**src/common/cfps_pkg.sv**
```systemverilog
package cfps_pkg;

  // ==========================================================
  // Widths
  localparam int PC_W = 21;
  localparam int INSTR_W = 16;
  localparam int BYTE_W = 8;
  localparam int BANK_W = 4;
  localparam int OPER_W = 12;
  localparam int BRANCH_W = 11;
  localparam int WORD_ADDR_W = 20;
  localparam int UPPER_W = 5;

  // ==========================================================
  // Field positions
  localparam int TAG_HI = 15;
  localparam int TAG_LO = 12;
  localparam int HIGH_HI = 15;
  localparam int HIGH_LO = 8;
  localparam int UPPER_HI = 20;
  localparam int UPPER_LO = 16;
  localparam int LOW_BYTE_HI = 7;
  localparam int UP_BYTE_LO = 8;

  // ==========================================================
  // Values
  localparam logic [PC_W-1:0] PC_RESET = 21'h000000;
  localparam logic [PC_W-1:0] PC_STEP = 21'h000002;
  localparam logic [3:0] SECOND_WORD_TAG = 4'hF;
  localparam logic [INSTR_W-1:0] FLUSH_WORD = 16'h0000;
  localparam logic [BYTE_W-1:0] BYTE_RESET = 8'h00;
  localparam logic [BANK_W-1:0] BANK_RESET = 4'h0;
  localparam logic [UPPER_W-1:0] UPPER_RESET = 5'h00;
  localparam logic [OPER_W-1:0] OPER_RESET = 12'h000;

  // ==========================================================
  // Quadrature phases of one instruction cycle
  typedef enum logic [1:0] {
    CFPS_PH_ONE,
    CFPS_PH_TWO,
    CFPS_PH_THREE,
    CFPS_PH_FOUR
  } cfps_phase_t;

endpackage

```
**src/rtl/cfps_core_fetch.sv**
```systemverilog
`timescale 1ns/1ps
module cfps_core_fetch (
  input wire logic I_CLOCK,
  input wire logic I_SYS_RST,
  output logic [cfps_pkg::PC_W-1:0] O_PROG_ADDR,
  input wire logic [cfps_pkg::INSTR_W-1:0] I_PROG_DATA,
  output logic O_PHASE_ONE,
  output logic O_PHASE_TWO,
  output logic O_PHASE_THREE,
  output logic O_PHASE_FOUR,
  output logic [cfps_pkg::INSTR_W-1:0] O_INSTRUCTION_REGISTER,
  output logic [cfps_pkg::PC_W-1:0] O_EXEC_PC,
  output logic [cfps_pkg::PC_W-1:0] O_PC,
  output logic O_EXEC_VALID,
  output logic O_EXEC_NO_OPERATION,
  output logic O_SECOND_WORD,
  output logic [cfps_pkg::OPER_W-1:0] O_OPERAND,
  output logic O_OPERAND_READ,
  output logic O_DEST_WRITE,
  input wire logic I_TWO_WORD,
  input wire logic I_SKIP_NEXT,
  input wire logic I_VECTOR_REQ,
  input wire logic [cfps_pkg::PC_W-1:0] I_VECTOR_ADDR,
  input wire logic I_JUMP_ABS,
  input wire logic I_CALL,
  input wire logic [cfps_pkg::WORD_ADDR_W-1:0] I_JUMP_WORD,
  input wire logic I_BRANCH_REL,
  input wire logic [cfps_pkg::BRANCH_W-1:0] I_BRANCH_OFS,
  input wire logic I_RETURN_REQ,
  input wire logic [cfps_pkg::PC_W-1:0] I_RETURN_ADDR,
  input wire logic I_FAST,
  input wire logic I_PC_LOW_WRITE,
  input wire logic I_PC_LOW_READ,
  input wire logic [cfps_pkg::BYTE_W-1:0] I_PC_LOW_DATA,
  input wire logic I_PC_HIGH_LATCH_WE,
  input wire logic I_PC_UPPER_LATCH_WE,
  input wire logic [cfps_pkg::BYTE_W-1:0] I_LATCH_DATA,
  output logic [cfps_pkg::BYTE_W-1:0] O_PC_HIGH_LATCH,
  output logic [cfps_pkg::UPPER_W-1:0] O_PC_UPPER_LATCH,
  input wire logic I_TABLE_PTR_WE,
  input wire logic [cfps_pkg::PC_W-1:0] I_TABLE_PTR_DATA,
  input wire logic I_TABLE_READ,
  input wire logic I_TABLE_LATCH_WE,
  input wire logic [cfps_pkg::BYTE_W-1:0] I_TABLE_LATCH_DATA,
  output logic [cfps_pkg::PC_W-1:0] O_TABLE_PTR,
  output logic [cfps_pkg::BYTE_W-1:0] O_TABLE_LATCH,
  input wire logic [cfps_pkg::BYTE_W-1:0] I_STATUS,
  input wire logic [cfps_pkg::BYTE_W-1:0] I_WORKING,
  input wire logic [cfps_pkg::BANK_W-1:0] I_BANK_SELECT,
  output logic O_RESTORE,
  output logic [cfps_pkg::BYTE_W-1:0] O_RESTORE_STATUS,
  output logic [cfps_pkg::BYTE_W-1:0] O_RESTORE_WORKING,
  output logic [cfps_pkg::BANK_W-1:0] O_RESTORE_BANK_SELECT
);

  logic phase_one;
  logic phase_two;
  logic phase_three;
  logic phase_four;
  logic [cfps_pkg::PC_W-1:0] pc;
  logic [cfps_pkg::PC_W-1:0] next_pc;
  logic [cfps_pkg::PC_W-1:0] fetch_addr;
  logic [cfps_pkg::INSTR_W-1:0] fetch_buf;
  logic [cfps_pkg::PC_W-1:0] fetch_buf_pc;
  logic fetch_buf_valid;
  logic [cfps_pkg::INSTR_W-1:0] instruction_register;
  logic [cfps_pkg::PC_W-1:0] exec_pc;
  logic exec_live;
  logic second_pending;
  logic second_word;
  logic tag_word;
  logic redirect;
  logic discard;
  logic exec_end;
  logic [cfps_pkg::BYTE_W-1:0] pc_high_latch;
  logic [cfps_pkg::UPPER_W-1:0] pc_upper_latch;
  logic [cfps_pkg::PC_W-1:0] table_pointer_reg;
  logic [cfps_pkg::BYTE_W-1:0] table_latch_reg;
  logic [cfps_pkg::BYTE_W-1:0] shadow_status;
  logic [cfps_pkg::BYTE_W-1:0] shadow_working;
  logic [cfps_pkg::BANK_W-1:0] shadow_bank_select;
  logic shadow_save;
  logic shadow_load;
  logic [cfps_pkg::PC_W-1:0] branch_disp;

  // ==========================================================
  // Phase generation
  cfps_phase_gen u_phase (
    .i_clk(I_CLOCK),
    .i_rst(I_SYS_RST),
    .o_phase_one(phase_one),
    .o_phase_two(phase_two),
    .o_phase_three(phase_three),
    .o_phase_four(phase_four)
  );

  // ==========================================================
  // Execute stage decode
  // A tagged word is data only right after its first word
  assign tag_word = (instruction_register[cfps_pkg::TAG_HI:cfps_pkg::TAG_LO]
                     == cfps_pkg::SECOND_WORD_TAG);
  assign second_word = exec_live && tag_word && second_pending;
  assign exec_end = phase_four && exec_live && !tag_word;

  // Interrupts are taken at the cycle boundary, even in a flush cycle
  assign redirect = (phase_four && I_VECTOR_REQ) ||
                    (exec_end && (I_PC_LOW_WRITE || I_JUMP_ABS ||
                     I_CALL || I_BRANCH_REL || I_RETURN_REQ));
  assign discard = redirect || (exec_end && I_SKIP_NEXT);

  // Word count doubled to a byte displacement, sign kept
  assign branch_disp = {{(cfps_pkg::PC_W - cfps_pkg::BRANCH_W - 1)
                         {I_BRANCH_OFS[cfps_pkg::BRANCH_W-1]}},
                        I_BRANCH_OFS, 1'b0};

  always_comb begin
    next_pc = pc;
    if (phase_four && I_VECTOR_REQ) begin
      next_pc = I_VECTOR_ADDR;
    end else if (exec_end && I_PC_LOW_WRITE) begin
      next_pc = {pc_upper_latch, pc_high_latch,
                 I_PC_LOW_DATA[cfps_pkg::LOW_BYTE_HI:1], 1'b0};
    end else if (exec_end && (I_JUMP_ABS || I_CALL)) begin
      next_pc = {I_JUMP_WORD, 1'b0};
    end else if (exec_end && I_BRANCH_REL) begin
      next_pc = exec_pc + cfps_pkg::PC_STEP + branch_disp;
    end else if (exec_end && I_RETURN_REQ) begin
      next_pc = I_RETURN_ADDR;
    end else if (phase_one) begin
      next_pc = pc + cfps_pkg::PC_STEP;
    end
    next_pc[0] = 1'b0;
  end

  // ==========================================================
  // Program counter and fetch address
  always_ff @(posedge I_CLOCK) begin
    if (I_SYS_RST) begin
      pc <= cfps_pkg::PC_RESET;
      fetch_addr <= cfps_pkg::PC_RESET;
    end else begin
      pc <= next_pc;
      if (phase_one) begin
        fetch_addr <= pc;
      end
    end
  end

  // Table reads borrow the bus in phase three only
  assign O_PROG_ADDR = (phase_three && I_TABLE_READ) ? table_pointer_reg
                                                     : fetch_addr;

  // ==========================================================
  // Fetch buffer, latched in phase four
  always_ff @(posedge I_CLOCK) begin
    if (I_SYS_RST) begin
      fetch_buf <= cfps_pkg::FLUSH_WORD;
      fetch_buf_pc <= cfps_pkg::PC_RESET;
      fetch_buf_valid <= 1'b0;
    end else if (phase_four) begin
      fetch_buf <= I_PROG_DATA;
      fetch_buf_pc <= fetch_addr;
      fetch_buf_valid <= !discard;
    end
  end

  // ==========================================================
  // Instruction register, loaded in phase one
  always_ff @(posedge I_CLOCK) begin
    if (I_SYS_RST) begin
      instruction_register <= cfps_pkg::FLUSH_WORD;
      exec_pc <= cfps_pkg::PC_RESET;
      exec_live <= 1'b0;
    end else if (phase_one) begin
      instruction_register <= fetch_buf;
      exec_pc <= fetch_buf_pc;
      exec_live <= fetch_buf_valid;
    end
  end

  // Marks that the word now being fetched is a genuine second word
  always_ff @(posedge I_CLOCK) begin
    if (I_SYS_RST) begin
      second_pending <= 1'b0;
    end else if (phase_four) begin
      second_pending <= exec_end && I_TWO_WORD && !discard;
    end
  end

  // Operand is held from the second word until the next one arrives
  always_ff @(posedge I_CLOCK) begin
    if (I_SYS_RST) begin
      O_OPERAND <= cfps_pkg::OPER_RESET;
    end else if (phase_two && second_word) begin
      O_OPERAND <= instruction_register[cfps_pkg::OPER_W-1:0];
    end
  end

  assign O_INSTRUCTION_REGISTER = instruction_register;
  assign O_EXEC_PC = exec_pc;
  assign O_PC = pc;
  assign O_EXEC_VALID = exec_live && !tag_word;
  assign O_EXEC_NO_OPERATION = !exec_live || (tag_word && !second_pending);
  assign O_SECOND_WORD = second_word;
  assign O_OPERAND_READ = phase_two && exec_live && !tag_word;
  assign O_DEST_WRITE = exec_end;
  assign O_PHASE_ONE = phase_one;
  assign O_PHASE_TWO = phase_two;
  assign O_PHASE_THREE = phase_three;
  assign O_PHASE_FOUR = phase_four;

  // ==========================================================
  // Counter latches for computed jumps
  always_ff @(posedge I_CLOCK) begin
    if (I_SYS_RST) begin
      pc_high_latch <= cfps_pkg::BYTE_RESET;
      pc_upper_latch <= cfps_pkg::UPPER_RESET;
    end else if (phase_four && I_PC_HIGH_LATCH_WE) begin
      pc_high_latch <= I_LATCH_DATA;
    end else if (phase_four && I_PC_UPPER_LATCH_WE) begin
      pc_upper_latch <= I_LATCH_DATA[cfps_pkg::UPPER_W-1:0];
    end else if (phase_two && I_PC_LOW_READ && exec_live) begin
      pc_high_latch <= pc[cfps_pkg::HIGH_HI:cfps_pkg::HIGH_LO];
      pc_upper_latch <= pc[cfps_pkg::UPPER_HI:cfps_pkg::UPPER_LO];
    end
  end

  assign O_PC_HIGH_LATCH = pc_high_latch;
  assign O_PC_UPPER_LATCH = pc_upper_latch;

  // ==========================================================
  // Table pointer and latch, one byte per transfer
  always_ff @(posedge I_CLOCK) begin
    if (I_SYS_RST) begin
      table_pointer_reg <= cfps_pkg::PC_RESET;
    end else if (phase_four && I_TABLE_PTR_WE) begin
      table_pointer_reg <= I_TABLE_PTR_DATA;
    end
  end

  // Odd pointer picks the upper byte of the addressed word
  always_ff @(posedge I_CLOCK) begin
    if (I_SYS_RST) begin
      table_latch_reg <= cfps_pkg::BYTE_RESET;
    end else if (phase_three && I_TABLE_READ) begin
      table_latch_reg <= table_pointer_reg[0]
          ? I_PROG_DATA[cfps_pkg::INSTR_W-1:cfps_pkg::UP_BYTE_LO]
          : I_PROG_DATA[cfps_pkg::LOW_BYTE_HI:0];
    end else if (phase_four && I_TABLE_LATCH_WE) begin
      table_latch_reg <= I_TABLE_LATCH_DATA;
    end
  end

  assign O_TABLE_PTR = table_pointer_reg;
  assign O_TABLE_LATCH = table_latch_reg;

  // ==========================================================
  // Shadow registers, one level deep, no software path
  // A nested vector simply overwrites: no second level exists
  assign shadow_save = (phase_four && I_VECTOR_REQ) ||
                       (exec_end && I_CALL && I_FAST);
  assign shadow_load = exec_end && I_RETURN_REQ && I_FAST &&
                       !I_VECTOR_REQ;

  always_ff @(posedge I_CLOCK) begin
    if (I_SYS_RST) begin
      shadow_status <= cfps_pkg::BYTE_RESET;
      shadow_working <= cfps_pkg::BYTE_RESET;
      shadow_bank_select <= cfps_pkg::BANK_RESET;
    end else if (shadow_save) begin
      shadow_status <= I_STATUS;
      shadow_working <= I_WORKING;
      shadow_bank_select <= I_BANK_SELECT;
    end
  end

  // Shadow contents leave the block only with a restore strobe
  always_ff @(posedge I_CLOCK) begin
    if (I_SYS_RST) begin
      O_RESTORE <= 1'b0;
      O_RESTORE_STATUS <= cfps_pkg::BYTE_RESET;
      O_RESTORE_WORKING <= cfps_pkg::BYTE_RESET;
      O_RESTORE_BANK_SELECT <= cfps_pkg::BANK_RESET;
    end else begin
      O_RESTORE <= shadow_load;
      if (shadow_load) begin
        O_RESTORE_STATUS <= shadow_status;
        O_RESTORE_WORKING <= shadow_working;
        O_RESTORE_BANK_SELECT <= shadow_bank_select;
      end
    end
  end

endmodule

```
**src/rtl/cfps_phase_gen.sv**
```systemverilog
`timescale 1ns/1ps
module cfps_phase_gen (
  input wire logic i_clk,
  input wire logic i_rst,
  output logic o_phase_one,
  output logic o_phase_two,
  output logic o_phase_three,
  output logic o_phase_four
);

  cfps_pkg::cfps_phase_t phase;
  cfps_pkg::cfps_phase_t next_phase;

  // ==========================================================
  // Divide by four, one phase per input clock
  always_comb begin
    case (phase)
      cfps_pkg::CFPS_PH_ONE: next_phase = cfps_pkg::CFPS_PH_TWO;
      cfps_pkg::CFPS_PH_TWO: next_phase = cfps_pkg::CFPS_PH_THREE;
      cfps_pkg::CFPS_PH_THREE: next_phase = cfps_pkg::CFPS_PH_FOUR;
      cfps_pkg::CFPS_PH_FOUR: next_phase = cfps_pkg::CFPS_PH_ONE;
      default: next_phase = cfps_pkg::CFPS_PH_ONE;
    endcase
  end

  // Reset lands in phase one so the first cycle is whole
  always_ff @(posedge i_clk) begin
    if (i_rst) begin
      phase <= cfps_pkg::CFPS_PH_ONE;
    end else begin
      phase <= next_phase;
    end
  end

  // Registered one-hot strobes never overlap
  always_ff @(posedge i_clk) begin
    if (i_rst) begin
      o_phase_one <= 1'b1;
      o_phase_two <= 1'b0;
      o_phase_three <= 1'b0;
      o_phase_four <= 1'b0;
    end else begin
      o_phase_one <= (next_phase == cfps_pkg::CFPS_PH_ONE);
      o_phase_two <= (next_phase == cfps_pkg::CFPS_PH_TWO);
      o_phase_three <= (next_phase == cfps_pkg::CFPS_PH_THREE);
      o_phase_four <= (next_phase == cfps_pkg::CFPS_PH_FOUR);
    end
  end

endmodule

```
**config.mk**
```make
export PLATFORM = sky130hd
export DESIGN_NAME = cfps_core_fetch
export DESIGN_NICKNAME = d
export VERILOG_FILES = /design/src/common/cfps_pkg.sv /design/src/rtl/cfps_core_fetch.sv /design/src/rtl/cfps_phase_gen.sv
export SDC_FILE = /design/constraint.sdc
export NUM_CORES = 1
export LEC_CHECK = 0
export ABC_AREA = 1
export BUFFER_PORTS_ARGS = -buffer_cell sky130_fd_sc_hd__buf_2
export CAP_MARGIN = 40
export CORE_MARGIN = 5
export CORE_UTILIZATION = 50
export CTS_CLUSTER_DIAMETER = 40
export DETAILED_ROUTE_END_ITERATION = 8
export PLACE_DENSITY = 0.86
export SLEW_MARGIN = 10
export SYNTH_ARGS = -nofsm -noshare
export SYNTH_HDL_FRONTEND = slang
export SYNTH_SLANG_ARGS = --single-unit
export TNS_END_PERCENT = 30
```
**constraint.sdc**
```tcl
create_clock -name I_CLOCK -period 2.3 [get_ports I_CLOCK]
set_input_delay 0.23 -clock I_CLOCK [delete_from_list [all_inputs] [get_ports I_CLOCK]]
set_output_delay 0.23 -clock I_CLOCK [all_outputs]
set_load 0.05 [all_outputs]
```
-- Word level (Yosys, flattened, before mapping)
Index checks and enable logic that the tools add are counted.
- logic and storage cells: 106
- flip-flop bits (word level): 220
- bits of input ports: 171
- output and inout port bits: 163
- bitwise operators: 1
- add/sub/neg operators: 3
- equal/unequal tests: 8
- reduce and logical (&&, ||, !) cells: 51
- mux-type cells: 16
- operator list (cell ; count):
    two-way mux 21 bit ; 7
    two-way mux 8 bit ; 6
    adder 21 x 2 -> 21 bit (second input constant) ; 2
    logical AND 1 bit ; 29
    adder 21 bit ; 1
    two-way mux 5 bit ; 2
    logical OR 1 bit ; 9
    equality test 2 bit (second input constant) ; 4
    one-hot mux 2 bit (4 select lines) ; 1
    nonzero test 2 bit ; 3
    nonzero test 6 bit ; 1
    logical NOT 1 bit ; 5
    equality test 2 x 1 -> 1 bit (second input constant) ; 2
    equality test 4 bit (second input constant) ; 1
    logical NOT 2 bit ; 2
    AND reduction 2 bit ; 2
    != test 2 bit (second input constant) ; 1
    NOT 1 bit ; 1

-- Depth between registers and ports, before layout
- depth after elaboration: 9
- gate-level depth with buffers: 20
- mapped depth without buffers: 20

-- Cells and area by module
Synthesis repeated with hierarchy kept, for this count alone.
- cells, all modules: 1614
- area total of the unflattened synthesis: 11030.6 µm²
- by module, submodules not included (module ; times used ; sequential area each (µm²) ; cells each ; area each (µm²)):
    cfps_core_fetch ; 1 ; 4204.0 ; 1591 ; 10809.1
    cfps_phase_gen ; 1 ; 120.1 ; 23 ; 221.5

-- Worst setup path before layout
OpenSTA, ideal clock, no wires.
- path kind: register -> register
- from: register exec_pc (netlist bit O_EXEC_PC[1])
- to: register pc (netlist bit O_PC[14])
- library setup time: 120 ps
- cell stages (with the launch flop): 21
- required time: 2180 ps
- setup slack: -241 ps
- path buffers: 0
- period minus slack after synthesis: 2541 ps
- arrival time: 2421 ps
- cells stage by stage: dfxtp_1 -> inv_1 -> ha_1 -> inv_1 -> ha_1 -> inv_1 -> fa_1 -> inv_1 -> nand3_1 -> nand2_1 -> nand2_1 -> nand2_1 -> nand2_1 -> nand2_1 -> nand2_1 -> nand3_1 -> nand2_1 -> nand2_1 -> nand2_1 -> o21ai_1 -> a21oi_1
- word-level cells in the longest chain between the ends: 6
- RTL lines (element ; RTL line ; text):
    from (decl) ; cfps_core_fetch.sv:67 ; logic [cfps_pkg::PC_W-1:0] exec_pc;
    from (signal assigned) ; cfps_core_fetch.sv:172 ; exec_pc <= cfps_pkg::PC_RESET;
    from (signal assigned) ; cfps_core_fetch.sv:176 ; exec_pc <= fetch_buf_pc;
    adder 21 x 2 -> 21 bit ; cfps_core_fetch.sv:126 ; next_pc = exec_pc + cfps_pkg::PC_STEP + branch_disp;
    adder 21 bit ; cfps_core_fetch.sv:126 ;
    two-way mux 21 bit ; cfps_core_fetch.sv:125 ; end else if (exec_end && I_BRANCH_REL) begin
    two-way mux 21 bit ; cfps_core_fetch.sv:123 ; end else if (exec_end && (I_JUMP_ABS || I_CALL)) begin
    two-way mux 21 bit ; cfps_core_fetch.sv:120 ; end else if (exec_end && I_PC_LOW_WRITE) begin
    two-way mux 21 bit ; cfps_core_fetch.sv:118 ; if (phase_four && I_VECTOR_REQ) begin
    to (signal assigned) ; cfps_core_fetch.sv:139 ; pc <= cfps_pkg::PC_RESET;
    to (signal assigned) ; cfps_core_fetch.sv:142 ; pc <= next_pc;
    to (decl) ; cfps_core_fetch.sv:60 ; logic [cfps_pkg::PC_W-1:0] pc;
Every way passes these cells.
A chain may end at the register's enable or synchronous reset.

-- Worst setup path in the final report
- from: register exec_pc (netlist bit O_EXEC_PC[2])
- to: register pc (netlist bit O_PC[18])
The elaborated chain is that of the path after synthesis.

==> results.yml <==
layout:
  seqCellArea_sq_um: 4340
  nets: 2243
  area_growth_pct: 39.8
  multi_input_area_sq_um: 6290
  drive_above_1_share_pct: 28.2
  fillers: 1621
drt:
  routedWlPerCell_um: 18.4
  first_pass_iters: 8
  drc: 0
  avgViaCountPerCell: 5.60
  wl_um: 43000
  vias: 13092
  drt_iter0_drc: 1489
  antenna_left: 0
sta:
  finalSetupViolations: 0
  skew_ns: 0.0193
  max_slew_margin_pct: 53.1
  postLayoutSetupSlackWorst_ns: 0.0323
  final-max-slew-violation-count: 0
  hold_violations: 0
  layout_min_cycle_time_ns: 2.27
  rsz0062_at_grt: "yes"
  fin_crit_sh_pct: 98.6
  tightest_slew_ns: 0.702
  hold_slack_ns: 0.0168
  fmax_mhz: 441
min_path:
  hold_class: "primary input to flip-flop"
  worstHoldStart: "I_VECTOR_ADDR[14]"
logic_synthesis:
  ys.warnings.count: 0
  synth-main-ff-cell: "dfxtp_1"
  synth_compound_area_share_pct: 17.7
  syn_inst: 1608
  yosysSeqAreaShare_pct: 39.0
  synth_top_family_by_area: "simple AND/OR/NAND/NOR gates"
  yosysUniqueCellTypes: 44
  synth-simple-area-share_pct: 26.7
  synthTopCellsByCount: "296 x nand2_1, 295 x nor2_1, 222 x o21ai_0"
  synth_mux_area_share_pct: 2.03
  yosys-top-cells-area: "dfxtp_1 39%, o21ai_0 10%, nand2_1 10%"
  synth-xor-area-share_pct: 1.50
  ys_ff_latch: 216
  syn_area_per_cell_sq_um: 6.90
  netlist_area_sq_um: 11100
  synth_adder_area_share_pct: 4.92
  synth.most_common_cell: "nand2_1"
  synth_top_cell_by_area: "dfxtp_1"
  synthDominantCellAreaShare_pct: 39.0
  synthArstFlopShare_pct: 0
  synth_edf_count: 0
setup_path:
  worstPathRequired_ns: 2.74
  slowest_stage: "dfxtp_2"
  max_stage_delay_ns: 0.34
  crit_buf_inv: 2
  cpMostUsedCell: "nand2_1"
  cp-start-kind: "flip-flop"
  critPathTopFamily: "simple AND/OR/NAND/NOR gates"
  worstPathMaxFanout: 3
  crit_path_end_kind: "flip-flop"
  crit_chain: "ha_4 > ha_4 > inv_2 > fa_2 > inv_2 > nand3_2 > nand2_2 > nand2_2 > nand2_4 > nand2_2 > nand2_1 > nand2_1 > nand3_1 > nand2_1 > nand2_1 > nand2_1 > nand2_1 > a21oi_2"
  critPathLaunch: "O_EXEC_PC[2]$_SDFFE_PP0P_"
  crit_type: "flip-flop to flip-flop"
  arrival_ns: 2.70
  r2r-start: "O_EXEC_PC[2]$_SDFFE_PP0P_"
  reg2reg_setup_slack_ns: 0.03
placement:
  gp_routability_congestion: 0.959
  post-place-ws_ns: -0.119
  io_buffers: 328
  dp_hpwl_um: 29000
power:
  switching_share_pct: 38.4
  p_leak_nw: 7.51
  irDropWorstVdd_mv: 0.660
  p_sw_mw: 5.02
  p_clk_share_pct: 35.9
  pwr-share-seq_pct: 34.7
  p_int_mw: 8.04
  fin_total_pwr_mw: 13.1
  p_comb_share_pct: 29.4
  pwr_density_cell_nw_per_um2: 842
grt:
  grt_pass1_vias: 12596
  grt_antenna_before_repair: 2
  grtUsageTotal_pct: 31.5
  grt_overflow: 0
  grt_pass1_wl_um: 66700
  grt_max_degree: 69
clock_network:
  path_clk_slew_ns: 0.06
  cts_tree: "built"
  root_buffer: "clkbuf_16"
  clk_latency_ns: 0.56
  clk_path_buf_depth: 3
  cts_max_level: 1
  numCtsBuffers: 31
  cts_sinks: 216
die:
  core-area_sq_um: 21800
  die_h_um: 159
  die_w_um: 159
  ios: 334
  rows: 54
  initial_core_util_pct: 50.8
  dieArea_sq_um: 25300
flow_run:
  maxCapViolations: 0
run_status:
  status: "finished clean"
-- stage by stage --
step	TNS, ns	cells	cell area [sq um]	util [%]
finish	0	2336	15500	71.1
global placement	-0.355	2193	13200	60.6
floorplan	-0.0157	1609	11100	-
detailed placement	-0.552	2193	13200	60.6
CTS	-0.0266	2332	15100	69.4
global route	-0.429	2336	15500	71.1
-- path summary, 6_finish.rpt --
kind              depth (start not counted)                          endpoint
setup / recovery                         18             O_PC[18]$_SDFFE_PP0P_
hold / removal                            3             O_PC[14]$_SDFFE_PP0P_
setup reg to reg                         18             O_PC[18]$_SDFFE_PP0P_
hold reg to reg                           2  O_RESTORE_STATUS[0]$_SDFFE_PP0P_
-- power by group through the flow --
| stage | Clock, mW | Combinational, mW | Sequential (mW) |
|---|---|---|---|
| floorplan | 0 | 1.64 | 5.18 |
| global placement | 0 | 3.36 | 4.56 |
| detailed placement | 0 | 3.42 | 4.56 |
| CTS | 4.72 | 3.58 | 4.49 |
| global route | 4.91 | 4.13 | 4.56 |
| finish | 4.69 | 3.84 | 4.53 |
-- routing by layer --
metal | global-route usage, % | up-vias | wire length (um)
li1 | - | 6097 | -
met2 | 53.5 | 878 | 20400
met5 | 0 | - | 0
met4 | 13.6 | 0 | 2290
met1 | 38.5 | 5919 | 16100
met3 | 6.65 | 198 | 4180
-- placed cells by master (no fill, tap or decap), types with 11 or more instances in the layout --
| cell | instances |
|---|---|
| ha_4 | 20 |
| nand2_1 | 279 |
| o21ai_0 | 222 |
| dfxtp_1 | 204 |
| xor2_1 | 14 |
| inv_1 | 118 |
| clkbuf_16 | 31 |
| mux2_2 | 20 |
| nand3_1 | 66 |
| a21oi_1 | 110 |
| nand2_2 | 17 |
| buf_2 | 328 |
| a31oi_1 | 16 |
| dlygate4sd3_1 | 80 |
| ha_1 | 20 |
| dfxtp_2 | 11 |
| o21ai_1 | 11 |
| buf_4 | 60 |
| nor2_1 | 292 |
-- what timing repair did --
| item | 4_1_cts | 5_1_grt |
|---|---|---|
| endpoints found under the hold margin | 85 | 0 |
| setup buffers | 1 | 1 |
| gates resized for setup | 13 | 60 |
| pin swaps | 8 | 21 |
| hold buffers | 80 | 0 |
| gates cloned | 0 | 1 |
| endpoints found under the setup margin | 10 | 39 |
-- cells by family (layout without fill, tap and decap cells) --
family                   Yosys count  in the layout
buffers and inverters            218            662
other                              1              4
XOR/XNOR                          19             19
adder cells (fa/ha/maj)           43             43
flip-flops                       216            216
AO/OA/AOI/OAI                    380            380
multiplexers                      20             20
AND/OR/NAND/NOR                  711            712
-- sequential cells by signal (all words and copies together), names as in the netlist, 5 cells and up --
name	flops
O_EXEC_PC	20
O_INSTRUCTION_REGISTER	16
O_OPERAND	12
O_PC	20
O_PC_HIGH_LATCH	8
O_PC_UPPER_LATCH	5
O_RESTORE_STATUS	8
O_RESTORE_WORKING	8
O_TABLE_LATCH	8
O_TABLE_PTR	21
fetch_addr	20
fetch_buf	16
fetch_buf_pc	20
shadow_status	8
shadow_working	8
-- worst reg2reg max path, delay by kind of cell (launching register included) --
family                   cells  cell delay [ns]
AND/OR/NAND/NOR             12             0.88
adder cells (fa/ha/maj)      3             0.76
flip-flops                   1             0.34
buffers and inverters        2             0.11
AO/OA/AOI/OAI                1             0.05
-- area by class of cell --
class,instances,area share (%)
Tap cell,280,2.26
Multi-Input combinational cell,1176,40.5
Antenna cell,2,0.0323
Clock inverter,26,1.68
Inverter,131,3.24
Sequential cell,216,28.0
Clock buffer,32,5.09
Timing Repair Buffer,473,19.2
(Power assumes the default switching activity.)
